<file path="src/hw/smlf_regs_map.vh">
// Register offsets, field positions and reset values for the loop filter register group
`ifndef SMLF_REGS_MAP_VH
`define SMLF_REGS_MAP_VH

`define SMLF_ADDR_W 8
`define SMLF_DATA_W 8

`define SMLF_OFF_MOD_CTRL 8'h51
`define SMLF_OFF_RES_TWO 8'h52
`define SMLF_OFF_CAP_ONE 8'h53
`define SMLF_OFF_RES_THREE 8'h54
`define SMLF_OFF_CAP_THREE 8'h55

`define SMLF_DITHER_HI 3
`define SMLF_DITHER_LO 2
`define SMLF_ORDER_HI 1
`define SMLF_ORDER_LO 0
`define SMLF_RES_TWO_HI 5
`define SMLF_RES_TWO_LO 0
`define SMLF_CAP_HI 2
`define SMLF_CAP_LO 0
`define SMLF_RES_THREE_HI 6
`define SMLF_RES_THREE_LO 1
`define SMLF_FRAC_BIT 0

`define SMLF_DITHER_RST 2'h3
`define SMLF_ORDER_RST 2'h0
`define SMLF_RES_TWO_RST 6'h24
`define SMLF_CAP_ONE_RST 3'h0
`define SMLF_CAP_THREE_RST 3'h0
`define SMLF_RES_THREE_RST 6'h00
`define SMLF_FRAC_RST 1'h0

`define SMLF_DITHER_OFF 2'h3
`define SMLF_ORDER_INT 2'h0
`define SMLF_READ_ZERO 8'h00

`endif

</file>
<file path="src/hw/smlf_field.v">
// One read-write register field with reset value and write strobe
`timescale 1ns/1ps

module smlf_field #(
    parameter WIDTH = 1,
    parameter [WIDTH-1:0] RESET_VALUE = {WIDTH{1'b0}}
) (
    input wire clk_in,
    input wire reset_in,
    input wire write_in,
    input wire [WIDTH-1:0] data_in,
    output reg [WIDTH-1:0] value_out
);

    always @(posedge clk_in or posedge reset_in) begin
        if (reset_in) begin
            value_out <= RESET_VALUE;
        end else if (write_in) begin
            value_out <= data_in;
        end
    end

endmodule

</file>
<file path="src/hw/smlf_regs.v">
// Modulator and loop filter configuration registers of the second synthesizer
`timescale 1ns/1ps
`include "smlf_regs_map.vh"

// Functional notes
// - Dither select bits 3:2, reset 3=off
// - Order bits 1:0, reset 0=integer
// - R2 code bits 5:0, reset 0x24
// - C1 code bits 2:0, reset zero
// - C3 code bits 2:0, reset zero
// - R3 code bits 6:1, reset zero
module smlf_regs (
    input wire clk_in,
    input wire reset_in,
    input wire [`SMLF_ADDR_W-1:0] addr_in,
    input wire [`SMLF_DATA_W-1:0] wdata_in,
    input wire write_in,
    input wire read_in,
    output reg [`SMLF_DATA_W-1:0] rdata_out,
    output reg [1:0] modulator_dither_select_out,
    output reg [1:0] modulator_order_select_out,
    output reg dither_enable_out,
    output reg frac_divider_enable_out,
    output reg [5:0] loop_resistor_two_out,
    output reg [2:0] loop_capacitor_one_out,
    output reg [5:0] loop_resistor_three_out,
    output reg loop_filter_frac_select_out,
    output reg [2:0] loop_capacitor_three_out
);

    // Exact address match; writes to unmapped addresses store nothing
    wire wr_mod = write_in && (addr_in == `SMLF_OFF_MOD_CTRL);
    wire wr_r2 = write_in && (addr_in == `SMLF_OFF_RES_TWO);
    wire wr_c1 = write_in && (addr_in == `SMLF_OFF_CAP_ONE);
    wire wr_r3 = write_in && (addr_in == `SMLF_OFF_RES_THREE);
    wire wr_c3 = write_in && (addr_in == `SMLF_OFF_CAP_THREE);

    // Widths follow the bit positions, so the map header stays the one source
    localparam DITHER_W = `SMLF_DITHER_HI - `SMLF_DITHER_LO + 1;
    localparam ORDER_W = `SMLF_ORDER_HI - `SMLF_ORDER_LO + 1;
    localparam RES_TWO_W = `SMLF_RES_TWO_HI - `SMLF_RES_TWO_LO + 1;
    localparam CAP_W = `SMLF_CAP_HI - `SMLF_CAP_LO + 1;
    localparam RES_THREE_W = `SMLF_RES_THREE_HI - `SMLF_RES_THREE_LO + 1;

    wire [DITHER_W-1:0] dither;
    wire [ORDER_W-1:0] order;
    wire [RES_TWO_W-1:0] res_two;
    wire [CAP_W-1:0] cap_one;
    wire [RES_THREE_W-1:0] res_three;
    wire frac_sel;
    wire [CAP_W-1:0] cap_three;

    // Only field bits are stored; reserved bits have no flops
    smlf_field #(.WIDTH(DITHER_W), .RESET_VALUE(`SMLF_DITHER_RST)) u_dither (
        .clk_in(clk_in),
        .reset_in(reset_in),
        .write_in(wr_mod),
        .data_in(wdata_in[`SMLF_DITHER_HI:`SMLF_DITHER_LO]),
        .value_out(dither)
    );

    smlf_field #(.WIDTH(ORDER_W), .RESET_VALUE(`SMLF_ORDER_RST)) u_order (
        .clk_in(clk_in),
        .reset_in(reset_in),
        .write_in(wr_mod),
        .data_in(wdata_in[`SMLF_ORDER_HI:`SMLF_ORDER_LO]),
        .value_out(order)
    );

    smlf_field #(.WIDTH(RES_TWO_W), .RESET_VALUE(`SMLF_RES_TWO_RST)) u_res_two (
        .clk_in(clk_in),
        .reset_in(reset_in),
        .write_in(wr_r2),
        .data_in(wdata_in[`SMLF_RES_TWO_HI:`SMLF_RES_TWO_LO]),
        .value_out(res_two)
    );

    smlf_field #(.WIDTH(CAP_W), .RESET_VALUE(`SMLF_CAP_ONE_RST)) u_cap_one (
        .clk_in(clk_in),
        .reset_in(reset_in),
        .write_in(wr_c1),
        .data_in(wdata_in[`SMLF_CAP_HI:`SMLF_CAP_LO]),
        .value_out(cap_one)
    );

    smlf_field #(.WIDTH(RES_THREE_W), .RESET_VALUE(`SMLF_RES_THREE_RST)) u_res_three (
        .clk_in(clk_in),
        .reset_in(reset_in),
        .write_in(wr_r3),
        .data_in(wdata_in[`SMLF_RES_THREE_HI:`SMLF_RES_THREE_LO]),
        .value_out(res_three)
    );

    // Mode bit is stored as written; matching it to the order is software's job
    smlf_field #(.WIDTH(1), .RESET_VALUE(`SMLF_FRAC_RST)) u_frac (
        .clk_in(clk_in),
        .reset_in(reset_in),
        .write_in(wr_r3),
        .data_in(wdata_in[`SMLF_FRAC_BIT]),
        .value_out(frac_sel)
    );

    smlf_field #(.WIDTH(CAP_W), .RESET_VALUE(`SMLF_CAP_THREE_RST)) u_cap_three (
        .clk_in(clk_in),
        .reset_in(reset_in),
        .write_in(wr_c3),
        .data_in(wdata_in[`SMLF_CAP_HI:`SMLF_CAP_LO]),
        .value_out(cap_three)
    );

    reg [`SMLF_DATA_W-1:0] image_mod;
    reg [`SMLF_DATA_W-1:0] image_res_two;
    reg [`SMLF_DATA_W-1:0] image_cap_one;
    reg [`SMLF_DATA_W-1:0] image_res_three;
    reg [`SMLF_DATA_W-1:0] image_cap_three;
    reg [`SMLF_DATA_W-1:0] next_rdata;
    reg [`SMLF_DATA_W-1:0] next_read_word;
    reg next_dither_enable;
    reg next_frac_enable;

    // Each image starts from zero, so reserved positions always read zero
    always @* begin
        image_mod = `SMLF_READ_ZERO;
        image_mod[`SMLF_DITHER_HI:`SMLF_DITHER_LO] = dither;
        image_mod[`SMLF_ORDER_HI:`SMLF_ORDER_LO] = order;
    end

    always @* begin
        image_res_two = `SMLF_READ_ZERO;
        image_res_two[`SMLF_RES_TWO_HI:`SMLF_RES_TWO_LO] = res_two;
    end

    always @* begin
        image_cap_one = `SMLF_READ_ZERO;
        image_cap_one[`SMLF_CAP_HI:`SMLF_CAP_LO] = cap_one;
    end

    always @* begin
        image_res_three = `SMLF_READ_ZERO;
        image_res_three[`SMLF_RES_THREE_HI:`SMLF_RES_THREE_LO] = res_three;
        image_res_three[`SMLF_FRAC_BIT] = frac_sel;
    end

    always @* begin
        image_cap_three = `SMLF_READ_ZERO;
        image_cap_three[`SMLF_CAP_HI:`SMLF_CAP_LO] = cap_three;
    end

    // Unmapped addresses fall to the default and read zero
    always @* begin
        next_rdata = `SMLF_READ_ZERO;
        case (addr_in)
            `SMLF_OFF_MOD_CTRL: begin
                next_rdata = image_mod;
            end
            `SMLF_OFF_RES_TWO: begin
                next_rdata = image_res_two;
            end
            `SMLF_OFF_CAP_ONE: begin
                next_rdata = image_cap_one;
            end
            `SMLF_OFF_RES_THREE: begin
                next_rdata = image_res_three;
            end
            `SMLF_OFF_CAP_THREE: begin
                next_rdata = image_cap_three;
            end
            default: begin
                next_rdata = `SMLF_READ_ZERO;
            end
        endcase
    end

    // Enables decoded ahead of the output flops so every output is a plain register
    always @* begin
        next_dither_enable = (dither != `SMLF_DITHER_OFF);
        next_frac_enable = (order != `SMLF_ORDER_INT);
        next_read_word = `SMLF_READ_ZERO;
        if (read_in) begin
            next_read_word = next_rdata;
        end
    end

    // Read data stand for the cycle after each read_in cycle, then fall back to zero
    always @(posedge clk_in or posedge reset_in) begin
        if (reset_in) begin
            rdata_out <= `SMLF_READ_ZERO;
        end else begin
            rdata_out <= next_read_word;
        end
    end

    // Modulator outputs lag the stored fields by one cycle; reset mirrors the fields
    always @(posedge clk_in or posedge reset_in) begin
        if (reset_in) begin
            modulator_dither_select_out <= `SMLF_DITHER_RST;
            modulator_order_select_out <= `SMLF_ORDER_RST;
            dither_enable_out <= (`SMLF_DITHER_RST != `SMLF_DITHER_OFF);
            frac_divider_enable_out <= (`SMLF_ORDER_RST != `SMLF_ORDER_INT);
        end else begin
            modulator_dither_select_out <= dither;
            modulator_order_select_out <= order;
            dither_enable_out <= next_dither_enable;
            frac_divider_enable_out <= next_frac_enable;
        end
    end

    // Trim codes re-registered so the analog side only sees flop-driven levels
    always @(posedge clk_in or posedge reset_in) begin
        if (reset_in) begin
            loop_resistor_two_out <= `SMLF_RES_TWO_RST;
            loop_capacitor_one_out <= `SMLF_CAP_ONE_RST;
            loop_resistor_three_out <= `SMLF_RES_THREE_RST;
            loop_filter_frac_select_out <= `SMLF_FRAC_RST;
            loop_capacitor_three_out <= `SMLF_CAP_THREE_RST;
        end else begin
            loop_resistor_two_out <= res_two;
            loop_capacitor_one_out <= cap_one;
            loop_resistor_three_out <= res_three;
            loop_filter_frac_select_out <= frac_sel;
            loop_capacitor_three_out <= cap_three;
        end
    end

endmodule

</file>
<file path="config.mk">
export PLATFORM = sky130hd
export DESIGN_NAME = smlf_regs
export DESIGN_NICKNAME = d
export VERILOG_FILES = /design/src/hw/smlf_field.v /design/src/hw/smlf_regs.v
export VERILOG_INCLUDE_DIRS = /design/src /design/src/hw
export SDC_FILE = /design/constraint.sdc
export NUM_CORES = 1
export LEC_CHECK = 0
export ABC_AREA = 1
export BUFFER_PORTS_ARGS = -buffer_cell sky130_fd_sc_hd__buf_2
export CAP_MARGIN = 20
export CELL_PAD_IN_SITES_DETAIL_PLACEMENT = 1
export CELL_PAD_IN_SITES_GLOBAL_PLACEMENT = 1
export CORE_MARGIN = 2
export CORE_UTILIZATION = 43
export DETAILED_ROUTE_END_ITERATION = 16
export HOLD_SLACK_MARGIN = 0.06
export PLACE_DENSITY_LB_ADDON = 0.1
export REMOVE_ABC_BUFFERS = 1
export SYNTH_ARGS = -nofsm -noshare
export SYNTH_HDL_FRONTEND = slang
export SYNTH_SLANG_ARGS = --single-unit
</file>
<file path="constraint.sdc">
create_clock -name clk_in -period 4.2 [get_ports clk_in]
set_input_delay 0 -clock clk_in [delete_from_list [all_inputs] [get_ports clk_in]]
set_output_delay 0 -clock clk_in [all_outputs]
set_load 0.02 [all_outputs]
</file>
==> out/results.tsv, run 1 <==
stage	metric	value	unit
power_and_ir_drop	cellPowerDensity	361	nW/µm²
place	gp_congestion	0.733	
routing	dr.pass1.iters	4	
global_routing	antenna_found_initial	0	
hold_path	min_path_type	input port to flop	
place	dp_slack	2.92	ns
routing	viasPerCell	4.63	
timing	final_hold_viol_count	0	
floorplanning	io-pin-count	53	
clock_network	tritoncts.num_buffers	5	
yosys	synthCells	195	
hold_path	hold_end	u_res_three.value_out[2]$_DFFE_PP0P_	
yosys	synth-main-ff-cell	dfrtp_1	
finish	final_cell_count_no_fill	327	
timing	worst_pin_slew	0.660	ns
timing	period_minus_slack	1.13	ns
yosys	synth_seq_cells	55	
critical_path	r2r-start	u_res_two.value_out[2]$_DFFE_PP1P_	
flow_run	maxCapViolations	0	
routing	drc	0	
timing	tns	0	ns
timing	setup_slack	3.07	ns
critical_path	slowest_delay	0.55	ns
routing	antenna_left	0	
power_and_ir_drop	p_switching	0.000246	W
finish	fin_nets	279	
critical_path	critPathArrivalTime	1.38	ns
critical_path	r2r_cells	4	
finish	area_delta_synth_final	22.6	%
yosys	synth_area	2160	µm²
floorplanning	initial_core_util	45.1	%
finish	layout-drive-gt1-share	41.5	%
clock_network	cts_tree	done	
routing	finalWirelength	4470	µm
place	io_buffer_count	50	
critical_path	critPathKind	input port to flop	
timing	final.setup_skew	0.00619	ns
clock_network	clkTransAtPathRegs	0.10	ns
global_routing	grt.total_usage	18.2	%
clock_network	cts_root_buf	clkbuf_8	
timing	relSlewSlack	56.0	%
power_and_ir_drop	power.share.switching	25.8	%
power_and_ir_drop	power	0.000956	W
yosys	async_flop_share	100	%
critical_path	cp.buffers_inverters	4	
finish	multi_input_area	642	µm²
routing	wire_per_inst	13.7	µm
clock_network	postCtsSetupRepairBufs	0	
hold_path	hold_path_depth	3	
timing	finalMaxSlewViolations	0	
critical_path	crit_path_cell_trace	buf_2, inv_1, nand2_2, nor2_8, nand2_4, inv_4, nand3_1, dlygate4sd3_1, nand2_1	
floorplanning	rows	25	
global_routing	grt_pass1_vias	1551	
critical_path	reg2reg_to	rdata_out[2]$_DFF_PP0_	
finish	nFillCells	531	
finish	num_antenna_cells	0	
clock_network	cts_buffer_depth	2	
floorplanning	die_h	74.9	µm
timing	grt_setup_unrepaired	false	
global_routing	grt_pass1_wl	7380	µm
routing	drt_iter0_markers	35	
finish	seq_area	1390	µm²
critical_path	rrSetupSlack	3.24	ns
global_routing	grt_max_degree	56	
timing	max_clock_freq	889	MHz
timing	period_share	26.8	%
clock_network	h-tree-depth	2	
place	hpwl	3170	µm
critical_path	path_delay_family	buffers and inverters	
clock_network	cts_sinks	55	
power_and_ir_drop	clockPowerShare	30.2	%
global_routing	grt_overflow	0	
critical_path	critPathMaxFanout	18	
hold_path	hold_start	write_in	
clock_network	clk_latency	0.31	ns
power_and_ir_drop	pwr-share-comb	9.8	%
critical_path	start_kind	input port	
clock_network	cts_resized	0	
yosys	synthDistinctLibCells	21	
power_and_ir_drop	p_int	0.000710	W
yosys	avgSynthCellArea	11.1	µm²
critical_path	worstPathRequired	4.46	ns
floorplanning	coreArea	4790	µm²
power_and_ir_drop	pwr-share-seq	59.9	%
critical_path	slowest_stage	dlygate4sd3_1	
critical_path	endpoint_kind	flop	
floorplanning	die_area	5600	µm²
power_and_ir_drop	leakagePower	1.39	nW
floorplanning	die_x	74.9	µm
power_and_ir_drop	vdd_ir_drop_max	218	µV
finish	utilization	55.3	%
yosys	ys_seq_area_share	64.2	%
timing	setup_violations	0	
place	dp_cells	309	
routing	vias	1514	
yosys	synth.yosys.warnings	0	
status	status	finished clean	
yosys	synth_edf_count	0	
==> power by group through the flow <==
stage / logic, W / clock network [W] / registers [W]
6_report: 0.0000941 / 0.000289 / 0.000573
5_1_grt: 0.000105 / 0.000316 / 0.000577
4_1_cts: 0.0000962 / 0.000301 / 0.000574
3_5_place_dp: 0.0000896 / 0 / 0.000583
3_3_place_gp: 0.0000878 / 0 / 0.000582
2_1_floorplan: 0.0000384 / 0 / 0.000597
==> state kept, by name, indices dropped and copies added (netlist names), 2 cells and up <==
| signal | flops |
|---|---|
| rdata_out | 7 |
| loop_resistor_three_out | 6 |
| loop_resistor_two_out | 6 |
| u_res_three.value_out | 6 |
| u_res_two.value_out | 6 |
| loop_capacitor_one_out | 3 |
| loop_capacitor_three_out | 3 |
| u_cap_one.value_out | 3 |
| u_cap_three.value_out | 3 |
| modulator_dither_select_out | 2 |
| modulator_order_select_out | 2 |
| u_dither.value_out | 2 |
| u_order.value_out | 2 |
==> cells by family after synthesis <==
kind of cell	Yosys count	share of synthesized area, %
AOI/OAI and AO/OA	27	9.04
buffers and inverters	27	6.08
DFF	55	64.2
other	1	0.174
and+or+nand+nor	85	20.5
==> final cells by class <==
class	instances	area share, %
sequential	55	52.4
clock inverter	3	0.709
timing repair buffer	61	13.5
clock buffer	5	2.60
inverter	23	3.40
multi-input combinational	113	24.2
tap	67	3.17
==> worst reg2reg max path: stages (launching register included) <==
cell,delay (ns)
dfstp_2,0.56
inv_1,0.04
o21ai_0,0.15
nor2_1,0.06
nor2_1,0.09
==> through the flow <==
| step | hold slack [ns] | cell area, µm² |
|---|---|---|
| 3_5_place_dp | 0.214 | 2460 |
| 5_1_grt | 0.136 | 2650 |
| 2_1_floorplan | 0.0945 | 2120 |
| 6_report | 0.125 | 2650 |
| 3_3_place_gp | 0.212 | 2460 |
| 4_1_cts | 0.123 | 2650 |
==> synthesized netlist by cell type (3+ instances only) <==
library cell | number | area (µm²)
nor2_1 | 7 | 26.3
nand2_1 | 37 | 139
nand3_1 | 18 | 90.1
nand2_2 | 11 | 68.8
nand2_4 | 3 | 33.8
o21a_1 | 6 | 45.0
o21ai_2 | 12 | 105
buf_6 | 3 | 33.8
inv_1 | 18 | 67.6
dfrtp_1 | 47 | 1180
dfstp_2 | 8 | 210
o21ai_0 | 7 | 35.0
nor2_2 | 5 | 31.3
nor2_4 | 3 | 33.8
inv_2 | 3 | 11.3
==> cell usage in the layout, fill, tap and decap left out <==
master / Yosys / layout
buf_2: 0 / 50
dfrtp_1: 47 / 47
nand2_1: 37 / 37
nand3_1: 18 / 18
inv_1: 18 / 17
o21ai_2: 12 / 12
nand2_2: 11 / 11
dlygate4sd3_1: 0 / 10
dfstp_2: 8 / 8
o21ai_0: 7 / 7
nor2_1: 7 / 7
o21a_1: 6 / 6
nor2_2: 5 / 5
clkbuf_8: 0 / 5
inv_2: 3 / 4
nand2_4: 3 / 3
clkinv_2: 1 / 3
nor2_4: 3 / 3
a21oi_1: 2 / 2
nor2_8: 1 / 1
inv_4: 1 / 1
conb_1: 1 / 1
inv_6: 0 / 1
buf_4: 1 / 1
==> worst max-delay path by stage <==
stage | startpoint | end | cells after the start
floorplan | reset_in | dither_enable_out$_DFF_PP0_ | 1
global placement | addr_in[5] | u_res_two.value_out[4]$_DFFE_PP0P_ | 9
detailed placement | addr_in[5] | u_res_two.value_out[4]$_DFFE_PP0P_ | 9
CTS | addr_in[5] | u_res_three.value_out[5]$_DFFE_PP0P_ | 9
global route | addr_in[5] | u_res_three.value_out[5]$_DFFE_PP0P_ | 9
finish | addr_in[5] | u_res_three.value_out[5]$_DFFE_PP0P_ | 9
==> what timing repair did <==
item,4_1_cts,5_1_grt
hold endpoints to repair,66,0
setup endpoints to repair,0,0
hold buffers,10,0
==> metal layers <==
metal | share of wire (%) | track usage, %
met5 | 0 | 0
met3 | 3.9 | 4.02
met2 | 50 | 30.5
met4 | 1.4 | 5.95
met1 | 44 | 23.6
No activity file was read; power rests on OpenSTA's default activity.
==> run 2, diff against run 1 <==
--- a/config.mk
+++ b/config.mk
@@ -12,7 +12,7 @@
 export CELL_PAD_IN_SITES_DETAIL_PLACEMENT = 1
 export CELL_PAD_IN_SITES_GLOBAL_PLACEMENT = 1
 export CORE_MARGIN = 2
-export CORE_UTILIZATION = 43
+export CORE_UTILIZATION = 36
 export DETAILED_ROUTE_END_ITERATION = 16
 export HOLD_SLACK_MARGIN = 0.06
 export PLACE_DENSITY_LB_ADDON = 0.1
==> constraint.sdc (replaced) <==
create_clock -name clk_in -period 1 [get_ports clk_in]
set_input_delay 0 -clock clk_in [delete_from_list [all_inputs] [get_ports clk_in]]
set_output_delay 0 -clock clk_in [all_outputs]
set_load 0.02 [all_outputs]
==> out/results.tsv, run 2 (same netlist as run 1, synthesis figures left out) <==
stage	metric	value	unit
critical_path	r2r_cells	4	
floorplanning	rows	28	
critical_path	slowest_delay	0.53	ns
global_routing	antenna_found_initial	0	
critical_path	critPathLaunch	modulator_dither_select_out[0]$_DFF_PP1_	
finish	final_common_cell	dfrtp_1	
power_and_ir_drop	cellPowerDensity	1450	nW/µm²
critical_path	cp.buffers_inverters	1	
finish	nFillCells	646	
clock_network	cts_root_buf	clkbuf_8	
critical_path	rrSetupSlack	0.07	ns
critical_path	r2r-start	u_dither.value_out[1]$_DFFE_PP1P_	
global_routing	grt_pass1_wl	8440	µm
timing	grt_setup_unrepaired	false	
global_routing	grt_overflow	0	
finish	utilization	48.1	%
critical_path	critPathKind	flop to output port	
finish	num_antenna_cells	0	
power_and_ir_drop	leakagePower	1.49	nW
routing	drc	0	
global_routing	grt_max_degree	32	
routing	finalWirelength	5060	µm
global_routing	met3_usage	2.97	%
timing	setup_violations	0	
timing	period_share	96.6	%
timing	max_clock_freq	1040	MHz
routing	vias	1621	
timing	period_minus_slack	0.966	ns
routing	dr.pass1.iters	4	
finish	final_cell_mix	47 x dfrtp_1, 46 x buf_2, 37 x nand2_1	
clock_network	cts_buffer_depth	2	
place	gp_congestion	0.777	
finish	largest_register_ffs	7	
routing	drt_iter0_markers	67	
floorplanning	die_x	81.5	µm
clock_network	cts_sinks	55	
clock_network	clkTransAtPathRegs	0.09	ns
global_routing	grt.busiest_layer	met2	
critical_path	reg2reg_to	rdata_out[3]$_DFF_PP0_	
global_routing	met1_usage	22.1	%
critical_path	slowest_stage	dfstp_2	
routing	antenna_left	0	
clock_network	h-tree-depth	2	
place	dp_slack	-0.123	ns
floorplanning	die_h	81.5	µm
floorplanning	coreArea	5850	µm²
critical_path	crit_path_cell_trace	buf_4	
critical_path	endpoint_kind	output port	
critical_path	cp_num_cells	1	
place	dp_cells	334	
finish	final_cell_count_no_fill	351	
critical_path	start_kind	flop	
clock_network	clk_latency	0.31	ns
timing	setup_slack	0.0341	ns
finish	layout-drive-gt1-share	45.3	%
critical_path	path_delay_family	flip-flops	
critical_path	critPathMaxFanout	1	
timing	final_hold_viol_count	0	
global_routing	grt_pass1_vias	1752	
place	io_buffer_count	50	
hold_path	min_path_type	input port to flop	
floorplanning	io-pin-count	53	
clock_network	tritoncts.num_buffers	5	
timing	final.setup_skew	0.00311	ns
floorplanning	initial_core_util	36.9	%
critical_path	critPathArrivalTime	0.97	ns
critical_path	endpoint	modulator_dither_select_out[0]	
power_and_ir_drop	vdd_ir_drop_max	744	µV
power_and_ir_drop	power	0.00409	W
routing	viasPerCell	4.62	
critical_path	worstPathRequired	1.00	ns
clock_network	cts_tree	done	
global_routing	use_met2	29.8	%
finish	area_delta_synth_final	30.3	%
timing	finalMaxSlewViolations	0	
place	hpwl	3770	µm
flow_run	maxCapViolations	0	
global_routing	grt.total_usage	17.5	%
floorplanning	die_area	6630	µm²
finish	largest-register	rdata_out	
routing	wire_per_inst	14.4	µm
finish	fin_nets	295	
clock_network	postCtsSetupRepairBufs	0	
status	status	finished clean	
-- run 2: changes by cell type in the layout (fill, tap and decap cells not counted) --
cell and delta:
buf_6 +1, buf_12 +2, o21ai_1 +2, buf_2 -4, buf_4 +18, dlygate4sd3_1 -1
o21ai_0 -2
-- run 2: worst min path at each step --
stage,startpoint,endpoint,slack [ns],cells past startpoint
2_1_floorplan,wdata_in[2],u_dither.value_out[0]$_DFFE_PP1P_,0.09,2
3_3_place_gp,reset_in,u_cap_three.value_out[2]$_DFFE_PP0P_,0.05,3
3_5_place_dp,reset_in,loop_capacitor_three_out[2]$_DFF_PP0_,0.06,3
4_1_cts,write_in,u_res_three.value_out[5]$_DFFE_PP0P_,0.09,4
5_1_grt,write_in,u_res_three.value_out[5]$_DFFE_PP0P_,0.12,4
6_report,write_in,u_res_three.value_out[5]$_DFFE_PP0P_,0.1,4
-- run 2: metal layers --
metal	wire length [µm]	share of wire [%]
met4	76	1.5
met5	0	0
met3	153	3.0
met2	2580	51
met1	2260	45
-- run 2: final cells by class --
| class | count | area (µm²) | share of cell area [%] |
|---|---|---|---|
| repair buffers | 77 | 514 | 18.3 |
| clock inverters | 3 | 18.8 | 0.667 |
| inverters | 23 | 90.1 | 3.20 |
| flip-flops and latches | 55 | 1390 | 49.3 |
| clock buffers | 5 | 68.8 | 2.45 |
| multi-input cells | 113 | 642 | 22.8 |
| well taps | 75 | 93.8 | 3.33 |
-- run 2: where the power goes --
group / switching, W / internal, W
combinational: 0.000272 / 0.000181
clock: 0.000737 / 0.000495
sequential: 0.0000632 / 0.00234
total: 0.00107 / 0.00302
-- run 2: worst reg2reg max path, stage by stage (launching register included) --
cell     delay [ns]
dfstp_2        0.55
nand3_1        0.10
nand3_1        0.11
nand2_1        0.06
inv_1          0.06
-- run 2: what timing repair did --
item                                   CTS  global route
endpoints found under the hold margin   72             0
setup endpoints to repair                4             3
resized for setup                        4             3
hold buffers                             9             0
pin swaps                                0             1
-- run 2: per-stage QoR --
| step | instance area [µm²] | TNS (ns) | hold WS (ns) |
|---|---|---|---|
| detailed placement | 2620 | -1.62 | 0.0618 |
| global placement | 2620 | -0.675 | 0.0537 |
| CTS | 2810 | 0 | 0.0886 |
| floorplan | 2120 | -15.73 | 0.0945 |
| finish | 2810 | 0 | 0.0994 |
| global route | 2810 | 0 | 0.116 |
